$ cat src/design/wiper_pkg.sv
package wiper_pkg;
    localparam int WORD_BITS = 16;
    localparam int WIPER_BITS = 6;
    localparam int CHANNELS = 4;
    localparam int STORE_ENTRIES = 16;
    localparam int CMD_MSB = 15;
    localparam int CMD_LSB = 12;
    localparam int ADDR_MSB = 11;
    localparam int ADDR_LSB = 8;
    localparam int DATA_MSB = 7;
    localparam int DATA_LSB = 0;
    localparam logic [5:0] WIPER_MIDSCALE = 6'h20;
    localparam logic [7:0] STORE_RESET = 8'h20;
    localparam logic [7:0] USER_RESET = 8'hFF;
    localparam int CLK_PERIOD_NS = 10;
    localparam int SAVE_TIME_MS = 25;
    localparam int SAVE_CYCLES = (SAVE_TIME_MS * 1000000) / CLK_PERIOD_NS;
    localparam logic [3:0] CMD_NOP = 4'h0;
    localparam logic [3:0] CMD_RESTORE_ONE = 4'h1;
    localparam logic [3:0] CMD_SAVE_ONE = 4'h2;
    localparam logic [3:0] CMD_STORE_WRITE = 4'h3;
    localparam logic [3:0] CMD_DEC_SHIFT_ONE = 4'h4;
    localparam logic [3:0] CMD_DEC_SHIFT_ALL = 4'h5;
    localparam logic [3:0] CMD_DEC_STEP_ONE = 4'h6;
    localparam logic [3:0] CMD_DEC_STEP_ALL = 4'h7;
    localparam logic [3:0] CMD_RELOAD_ALL = 4'h8;
    localparam logic [3:0] CMD_READ_STORE = 4'h9;
    localparam logic [3:0] CMD_READ_WIPER = 4'hA;
    localparam logic [3:0] CMD_WRITE_WIPER = 4'hB;
    localparam logic [3:0] CMD_INC_SHIFT_ONE = 4'hC;
    localparam logic [3:0] CMD_INC_SHIFT_ALL = 4'hD;
    localparam logic [3:0] CMD_INC_STEP_ONE = 4'hE;
    localparam logic [3:0] CMD_INC_STEP_ALL = 4'hF;

    typedef struct packed {
        logic [3:0] cmd;
        logic [3:0] addr;
        logic [7:0] data;
    } command_word_type;

    typedef struct packed {
        logic clk;
        logic cs_n;
        logic serial_in;
    } link_in_type;
endpackage

$ cat src/design/wiper_step_unit.sv
`timescale 1ns/1ps
module wiper_step_unit
    import wiper_pkg::*;
#(
    parameter int WIDTH = WIPER_BITS
) (
    // Operand and operation
    input wire logic [WIDTH-1:0] i_value,
    input wire logic i_up,
    input wire logic i_shift,
    // Result
    output logic [WIDTH-1:0] o_value
);
    always_comb begin
        o_value = i_value;
        if (i_shift && i_up) begin
            o_value = i_value[WIDTH-1] ? {WIDTH{1'b1}} : {i_value[WIDTH-2:0], 1'b0};
        end else if (i_shift) begin
            o_value = {1'b0, i_value[WIDTH-1:1]};
        end else if (i_up) begin
            if (i_value != {WIDTH{1'b1}}) begin
                o_value = i_value + {{(WIDTH-1){1'b0}}, 1'b1};
            end
        end else if (i_value != {WIDTH{1'b0}}) begin
            o_value = i_value - {{(WIDTH-1){1'b0}}, 1'b1};
        end
    end
endmodule // wiper_step_unit

$ cat src/design/serial_wiper_command_control.sv
`timescale 1ns/1ps
module serial_wiper_command_control
    import wiper_pkg::*;
#(
    parameter int SAVE_WAIT = SAVE_CYCLES,
    parameter int CH = CHANNELS
) (
    // Clock and reset
    input wire logic i_sys_clk,
    input wire logic i_rst_n,
    // Serial link
    input wire logic i_serial_clk,
    input wire logic i_chip_select_n,
    input wire logic i_serial_in,
    output logic o_serial_out_open_drain,
    output logic o_serial_out_oe,
    // Control pins
    input wire logic i_preset_reload_pin_n,
    input wire logic i_write_protect_n,
    // Status pins
    output logic o_ready_out,
    output logic o_ready_oe,
    output logic o_low_power,
    // Wiper settings
    output logic [CH*WIPER_BITS-1:0] o_wiper_setting_register
);
    typedef enum logic [3:0] {
        ST_INIT = 4'h1,
        ST_IDLE = 4'h2,
        ST_SAVE = 4'h4,
        ST_DONE = 4'h8
    } phase_type;

    typedef struct packed {
        link_in_type sync1;
        link_in_type sync2;
        link_in_type last;
        logic preset_sync1;
        logic preset_sync2;
        logic preset_last;
        logic protect_sync1;
        logic protect_sync2;
        logic [WORD_BITS-1:0] shift;
        logic [4:0] bit_count;
        logic [WORD_BITS-1:0] out_shift;
        logic sdo_bit;
        logic [3:0] repeat_cmd;
        logic [3:0] repeat_addr;
        logic repeat_valid;
        logic read_pending;
        logic [CH-1:0][WIPER_BITS-1:0] wiper;
        logic [STORE_ENTRIES-1:0][7:0] store;
        logic [31:0] wait_count;
        logic [3:0] save_addr;
        logic [7:0] save_data;
        logic ready;
        logic low_power;
        logic step_apply;
        logic step_apply_all;
        logic [1:0] step_ch;
        phase_type phase;
    } state_type;

    state_type state;
    state_type next_state;
    logic [CH-1:0][WIPER_BITS-1:0] stepped;
    logic step_up;
    logic step_shift;

    always_comb begin
        step_up = state.repeat_cmd[3];
        step_shift = ~state.repeat_cmd[1];
    end

    genvar g;
    generate
        for (g = 0; g < CH; g++) begin : g_step
            wiper_step_unit #(.WIDTH(WIPER_BITS)) u_step (
                .i_value(state.wiper[g]),
                .i_up(step_up),
                .i_shift(step_shift),
                .o_value(stepped[g])
            );
        end
    endgenerate

    always_comb begin
        command_word_type word;
        logic clk_rise;
        logic clk_fall;
        logic cs_rise;
        logic cs_fall;
        logic [3:0] cmd;
        logic [1:0] ch;
        logic run_step;
        logic step_all;
        logic [WORD_BITS-1:0] echo_src;
        word = '0;
        echo_src = '0;
        cmd = '0;
        ch = '0;
        run_step = 1'b0;
        step_all = 1'b0;
        next_state = state;
        next_state.sync1 = '{clk: i_serial_clk, cs_n: i_chip_select_n, serial_in: i_serial_in};
        next_state.sync2 = state.sync1;
        next_state.last = state.sync2;
        next_state.preset_sync1 = i_preset_reload_pin_n;
        next_state.preset_sync2 = state.preset_sync1;
        next_state.preset_last = state.preset_sync2;
        next_state.protect_sync1 = i_write_protect_n;
        next_state.protect_sync2 = state.protect_sync1;
        clk_rise = state.sync2.clk & ~state.last.clk;
        clk_fall = ~state.sync2.clk & state.last.clk;
        cs_rise = state.sync2.cs_n & ~state.last.cs_n;
        cs_fall = ~state.sync2.cs_n & state.last.cs_n;
        word = state.shift;
        cmd = word.cmd;
        ch = word.addr[1:0];
        if (cs_fall) begin
            next_state.bit_count = '0;
            next_state.ready = 1'b0;
            next_state.read_pending = 1'b0;
        end
        if (!state.sync2.cs_n && clk_rise && state.phase != ST_SAVE) begin
            next_state.shift = {state.shift[WORD_BITS-2:0], state.sync2.serial_in};
            if (state.bit_count != 5'h1F) begin
                next_state.bit_count = state.bit_count + 5'h01;
            end
        end
        echo_src = state.read_pending ? state.out_shift : state.shift;
        // First bit stands from select fall; later bits move on falls after a rise
        if (cs_fall) begin
            next_state.sdo_bit = echo_src[WORD_BITS-1];
            next_state.out_shift = {echo_src[WORD_BITS-2:0], 1'b0};
        end else if (!state.sync2.cs_n && clk_fall && state.bit_count != 5'h00) begin
            next_state.sdo_bit = state.out_shift[WORD_BITS-1];
            next_state.out_shift = {state.out_shift[WORD_BITS-2:0], 1'b0};
        end
        case (state.phase)
            ST_INIT: begin
                for (int i = 0; i < CH; i++) begin
                    next_state.wiper[i] = state.store[i][WIPER_BITS-1:0];
                end
                next_state.phase = ST_IDLE;
            end
            ST_IDLE: begin
                if (cs_rise && state.bit_count >= 5'(WORD_BITS)) begin
                    next_state.low_power = 1'b0;
                    next_state.repeat_valid = 1'b0;
                    case (cmd)
                        CMD_NOP: begin
                            next_state.low_power = 1'b1;
                        end
                        CMD_RESTORE_ONE: begin
                            next_state.wiper[ch] = state.store[ch][WIPER_BITS-1:0];
                        end
                        CMD_SAVE_ONE: begin
                            next_state.save_addr = {2'b00, ch};
                            next_state.save_data = {2'b00, state.wiper[ch]};
                            next_state.wait_count = '0;
                            next_state.phase = ST_SAVE;
                        end
                        CMD_STORE_WRITE: begin
                            next_state.save_addr = word.addr;
                            next_state.save_data = word.data;
                            next_state.wait_count = '0;
                            next_state.phase = ST_SAVE;
                        end
                        CMD_RELOAD_ALL: begin
                            for (int i = 0; i < CH; i++) begin
                                next_state.wiper[i] = state.store[i][WIPER_BITS-1:0];
                            end
                            next_state.ready = 1'b1;
                        end
                        CMD_READ_STORE: begin
                            next_state.out_shift = {state.shift[15:8], state.store[word.addr]};
                            next_state.read_pending = 1'b1;
                            next_state.ready = 1'b1;
                        end
                        CMD_READ_WIPER: begin
                            next_state.out_shift = {state.shift[15:8], 2'b00, state.wiper[ch]};
                            next_state.read_pending = 1'b1;
                            next_state.ready = 1'b1;
                        end
                        CMD_WRITE_WIPER: begin
                            if (state.protect_sync2) begin
                                next_state.wiper[ch] = word.data[WIPER_BITS-1:0];
                            end
                        end
                        default: begin
                            next_state.repeat_cmd = cmd;
                            next_state.repeat_addr = word.addr;
                            next_state.repeat_valid = 1'b1;
                            run_step = 1'b1;
                        end
                    endcase
                end else if (cs_rise && state.repeat_valid) begin
                    run_step = 1'b1;
                end
            end
            ST_SAVE: begin
                if (state.wait_count >= 32'(SAVE_WAIT - 1)) begin
                    if (state.protect_sync2) begin
                        next_state.store[state.save_addr] = state.save_data;
                    end
                    next_state.phase = ST_DONE;
                end else begin
                    next_state.wait_count = state.wait_count + 32'h1;
                end
            end
            ST_DONE: begin
                next_state.ready = 1'b1;
                next_state.phase = ST_IDLE;
            end
            default: begin
                next_state.phase = ST_IDLE;
            end
        endcase
        // Repeat executes with the command bits just latched on a fresh word
        if (run_step && state.protect_sync2) begin
            step_all = (cs_rise && state.bit_count >= 5'(WORD_BITS)) ? cmd[0]
                                                                      : state.repeat_cmd[0];
            if (cs_rise && state.bit_count >= 5'(WORD_BITS)) begin
                next_state.repeat_cmd = cmd;
            end
        end
        // Stepper result lands one cycle after the command is latched
        next_state.step_apply = run_step && state.protect_sync2 && state.preset_sync2;
        next_state.step_apply_all = step_all;
        next_state.step_ch = (cs_rise && state.bit_count >= 5'(WORD_BITS)) ? ch
                                                                           : state.repeat_addr[1:0];
        if (state.step_apply) begin
            for (int i = 0; i < CH; i++) begin
                if (state.step_apply_all || state.step_ch == 2'(i)) begin
                    next_state.wiper[i] = stepped[i];
                end
            end
        end
        if (!state.preset_sync2) begin
            for (int i = 0; i < CH; i++) begin
                next_state.wiper[i] = WIPER_MIDSCALE;
            end
        end else if (!state.preset_last) begin
            for (int i = 0; i < CH; i++) begin
                next_state.wiper[i] = state.store[i][WIPER_BITS-1:0];
            end
            next_state.ready = 1'b1;
        end
    end

    always_ff @(posedge i_sys_clk or negedge i_rst_n) begin
        if (!i_rst_n) begin
            state <= '0;
            state.phase <= ST_INIT;
            for (int i = 0; i < STORE_ENTRIES; i++) begin
                state.store[i] <= (i < CHANNELS) ? STORE_RESET : USER_RESET;
            end
            state.sync1 <= '{clk: 1'b0, cs_n: 1'b1, serial_in: 1'b0};
            state.sync2 <= '{clk: 1'b0, cs_n: 1'b1, serial_in: 1'b0};
            state.last <= '{clk: 1'b0, cs_n: 1'b1, serial_in: 1'b0};
            state.preset_sync1 <= 1'b1;
            state.preset_sync2 <= 1'b1;
            state.preset_last <= 1'b1;
            state.protect_sync1 <= 1'b1;
            state.protect_sync2 <= 1'b1;
        end else begin
            state <= next_state;
        end
    end

    always_comb begin
        o_serial_out_open_drain = 1'b0;
        o_serial_out_oe = ~state.sync2.cs_n & ~state.sdo_bit;
        o_ready_out = 1'b0;
        o_ready_oe = ~state.ready;
        o_low_power = state.low_power;
        o_wiper_setting_register = state.wiper;
    end
endmodule // serial_wiper_command_control

$ cat config.mk
export PLATFORM = sky130hd
export DESIGN_NAME = serial_wiper_command_control
export DESIGN_NICKNAME = d
export VERILOG_FILES = /design/src/design/wiper_pkg.sv /design/src/design/wiper_step_unit.sv /design/src/design/serial_wiper_command_control.sv
export SDC_FILE = /design/constraint.sdc
export NUM_CORES = 1
export LEC_CHECK = 0
export ABC_AREA = 1
export BUFFER_PORTS_ARGS = -buffer_cell sky130_fd_sc_hd__buf_2
export CAP_MARGIN = 20
export CORE_MARGIN = 5
export CORE_UTILIZATION = 50
export CTS_CLUSTER_DIAMETER = 60
export DETAILED_ROUTE_END_ITERATION = 8
export GPL_TIMING_DRIVEN = 0
export HOLD_SLACK_MARGIN = 0.15
export PLACE_DENSITY = 0.68
export SETUP_SLACK_MARGIN = 0.02
export SLEW_MARGIN = 20
export SYNTH_ARGS = -nofsm -noshare
export SYNTH_HDL_FRONTEND = slang
export SYNTH_SLANG_ARGS = --single-unit
export TNS_END_PERCENT = 5
$ cat constraint.sdc
create_clock -name i_sys_clk -period 2.8 [get_ports i_sys_clk]
set_input_delay 0.42 -clock i_sys_clk [delete_from_list [all_inputs] [get_ports i_sys_clk]]
set_output_delay 0.42 -clock i_sys_clk [all_outputs]
set_load 0.03 [all_outputs]
==> flow_metrics.env <==
export IMPL_drc=0
export IMPL_p_total_uw=9140
export IMPL_fin_area_um2=18700
export IMPL_fillCellCount=3290
export IMPL_relSlewSlack=0.378
export IMPL_endpoint_kind="register"
export IMPL_cp_slowest_cell="inv_1"
export IMPL_globalplace_congestion=1.00
export IMPL_r2r_start="state[246]"
export IMPL_worst_ep_arrival_time_ns=3.06
export IMPL_power_density_nw_per_um2=490
export IMPL_die_h_um=193
export IMPL_yosys_area_top_type="dfrtp_1"
export IMPL_grt_max_degree=94
export IMPL_drv_slew=0
export IMPL_start_kind="register"
export IMPL_final_util=0.559
export IMPL_crit_start="state[246]"
export IMPL_yosysMostFrequentCell="nand2_1"
export IMPL_grt_overflow_total=0
export IMPL_firstDrtPassIters=6
export IMPL_cts_sinks=264
export IMPL_path_clk_slew_ns=0.06
export IMPL_via_per_inst=5.80
export IMPL_start_util=0.504
export IMPL_wl_um=59300
export IMPL_drt_iter0_markers=1671
export IMPL_pin_count=36
export IMPL_grt_pass1_vias=16200
export IMPL_routedWlPerCell_um=20.6
export IMPL_cp_common_cell="buf_4"
export IMPL_netlist_top_cells_area="dfrtp_1, nand2_1, dfstp_2"
export IMPL_fin_crit_sh=0.940
export IMPL_root_buffer="clkbuf_16"
export IMPL_tritoncts="built"
export IMPL_r2r_setup_slack_ns=0.17
export IMPL_crit_chain="buf_4 -> inv_1 -> nor2_2 -> buf_4 -> buf_4 -> a22oi_1 -> o221ai_1 -> o21ai_0 -> o21ai_0"
export IMPL_rsz0062_at_grt="no"
export IMPL_stdcell_count=2884
export IMPL_yosys_top_cells_count="nand2_1, nand4_1, nor2_1, dfrtp_1, nand3_1"
export IMPL_setup_worst_path_end="state[10]"
export IMPL_fmax_mhz=380
export IMPL_grt_pass1_wl_um=92700
export IMPL_ys_seq_area_frac=0.401
export IMPL_ant_nets=0
export IMPL_worstPathMaxFanout=10
export IMPL_fin_crit_ns=2.63
export IMPL_dp_cells=2818
export IMPL_die_area_um2=37400
export IMPL_yosysUniqueCellTypes=59
export IMPL_final_layout_size_suffix_gt1_frac=0.135
export IMPL_min_path_type="reg2reg"
export IMPL_num_rows=67
export IMPL_num_vias=16700
export IMPL_numPortBuffers=33
export IMPL_clockBufferDepth=3
export IMPL_peakVddDrop_mv=0.466
export IMPL_ys_ff_latch=264
export IMPL_synthCells=2333
export IMPL_tightest_slew_ns=0.933
export IMPL_crit_path_max_incr_delay_ns=0.38
export IMPL_skew_ns=0.0125
export IMPL_synth_area_um2=16800
export IMPL_die_width_um=193
export IMPL_synth_main_ff_cell="dfrtp_1"
export IMPL_hold_viol=0
export IMPL_cts_max_level=1
export IMPL_coreArea_um2=33400
export IMPL_leakage_uw=0.00878
export IMPL_path_class="reg2reg"
export IMPL_worstSkewPairLatency_ns=0.58
export IMPL_yosysWarnings=0
export IMPL_outcome="finished clean"
export IMPL_antennaDiodeCount=0
export IMPL_avgSynthCellArea_um2=7.20
export IMPL_track_usage=0.308
export IMPL_synthArstFlopShare=1.00
export IMPL_dpl_hpwl_um=44100
export IMPL_drv_cap=0
export IMPL_cts_buffers=31
export IMPL_dpl_cell_area_um2=17600
export IMPL_r2r_end="state[10]"
export IMPL_antenna_found_initial=0
export IMPL_synth_edf_count=0
export IMPL_required_ns=3.23
export IMPL_setup_viol=0
export IMPL_area_delta_synth_final_pct=11.0
export IMPL_synth_top_area_frac=0.231
export IMPL_final_nets=2442
export IMPL_reg2regPathDepth=9
export IMPL_worstHoldStart="next_state[262]"
==> repair_timing <==
action / 4_1_cts / 5_1_grt
hold buffers: 6 / 0
hold endpoints to repair: 81 / 0
setup endpoints to repair: 10 / 0
buffers inserted: 2 / 0
gates resized for setup: 1 / 0
==> layout by cell type (no fill, tap or decap), types with 9 or more instances in the layout <==
cell type  count
nand2_1      843
clkbuf_16     32
o31ai_1       10
buf_6         13
dfstp_2      109
nand3_4       11
a22oi_1       17
a21oi_1       83
nor3_1        17
clkbuf_1      66
nand3_1      155
buf_2         65
xor2_1        26
inv_1        135
nor2_1       172
inv_2         12
o21ai_0      137
nand4_1      174
buf_4         39
o211ai_1       9
dfrtp_1      155
ha_1          20
==> logic make-up after synthesis <==
group                      count (synthesis)  share of synthesized area
adders and majority gates                 24                     0.0197
buffers and inverters                    303                     0.0867
AOI/OAI and AO/OA                        301                      0.101
xor gates and xnor gates                  34                     0.0177
and+or+nand+nor                         1405                      0.372
other                                      1                   0.000223
muxes                                      1                   0.000596
DFF                                      264                      0.401
==> layout make-up <==
cell class	count	area (um^2)	share of cell area
Timing Repair Buffer	43	305	0.0164
Inverter	155	588	0.0315
Sequential cell	264	6740	0.361
Clock inverter	11	96.3	0.00516
Multi-Input combinational cell	1768	8610	0.462
Buffer	148	873	0.0468
Clock buffer	47	877	0.0470
Tap cell	448	561	0.0300
==> registers in the layout (all words and copies together) (netlist names) <==
name,flops
o_low_power,1
state,230
next_state,9
o_wiper_setting_register,24
==> power by group <==
part           switching [uW]  total (uW)  internal [uW]
Clock                    1640        3890           2250
Sequential                126        4060           3940
Combinational             857        1190            334
==> worst max-delay path, delay by kind of cell (launching register included) <==
family	cells	cell delay (ns)
simple gates	1	0.15
flops	1	0.36
buf+inv	4	0.97
compound gates	4	0.99
==> metal layers <==
layer,track usage,share of wire,vias up
met5,0,0,-
met4,0.149,0.057,0
met3,0.0463,0.070,203
met2,0.500,0.46,729
met1,0.405,0.41,7897
li1,-,-,7909
==> through the flow <==
step | setup WS [ns] | TNS, ns | hold WS [ns]
floorplan | 0.739 | 0 | 0.124
global placement | -3.46 | -728.12 | 0.334
detailed placement | -0.0189 | -0.0189 | 0.336
CTS | 0.225 | 0 | 0.350
global route | 0.0612 | 0 | 0.359
finish | 0.168 | 0 | 0.350
==> worst min-delay path by stage <==
stage | cells past startpoint | slack (ns) | end
2_1_floorplan | 0 | 0.12 | next_state[259]
3_3_place_gp | 0 | 0.33 | next_state[261]
3_5_place_dp | 0 | 0.34 | next_state[259]
4_1_cts | 0 | 0.35 | next_state[259]
5_1_grt | 0 | 0.36 | next_state[259]
6_report | 0 | 0.35 | next_state[259]
Note: power is estimated with default switching activity, not from simulation.
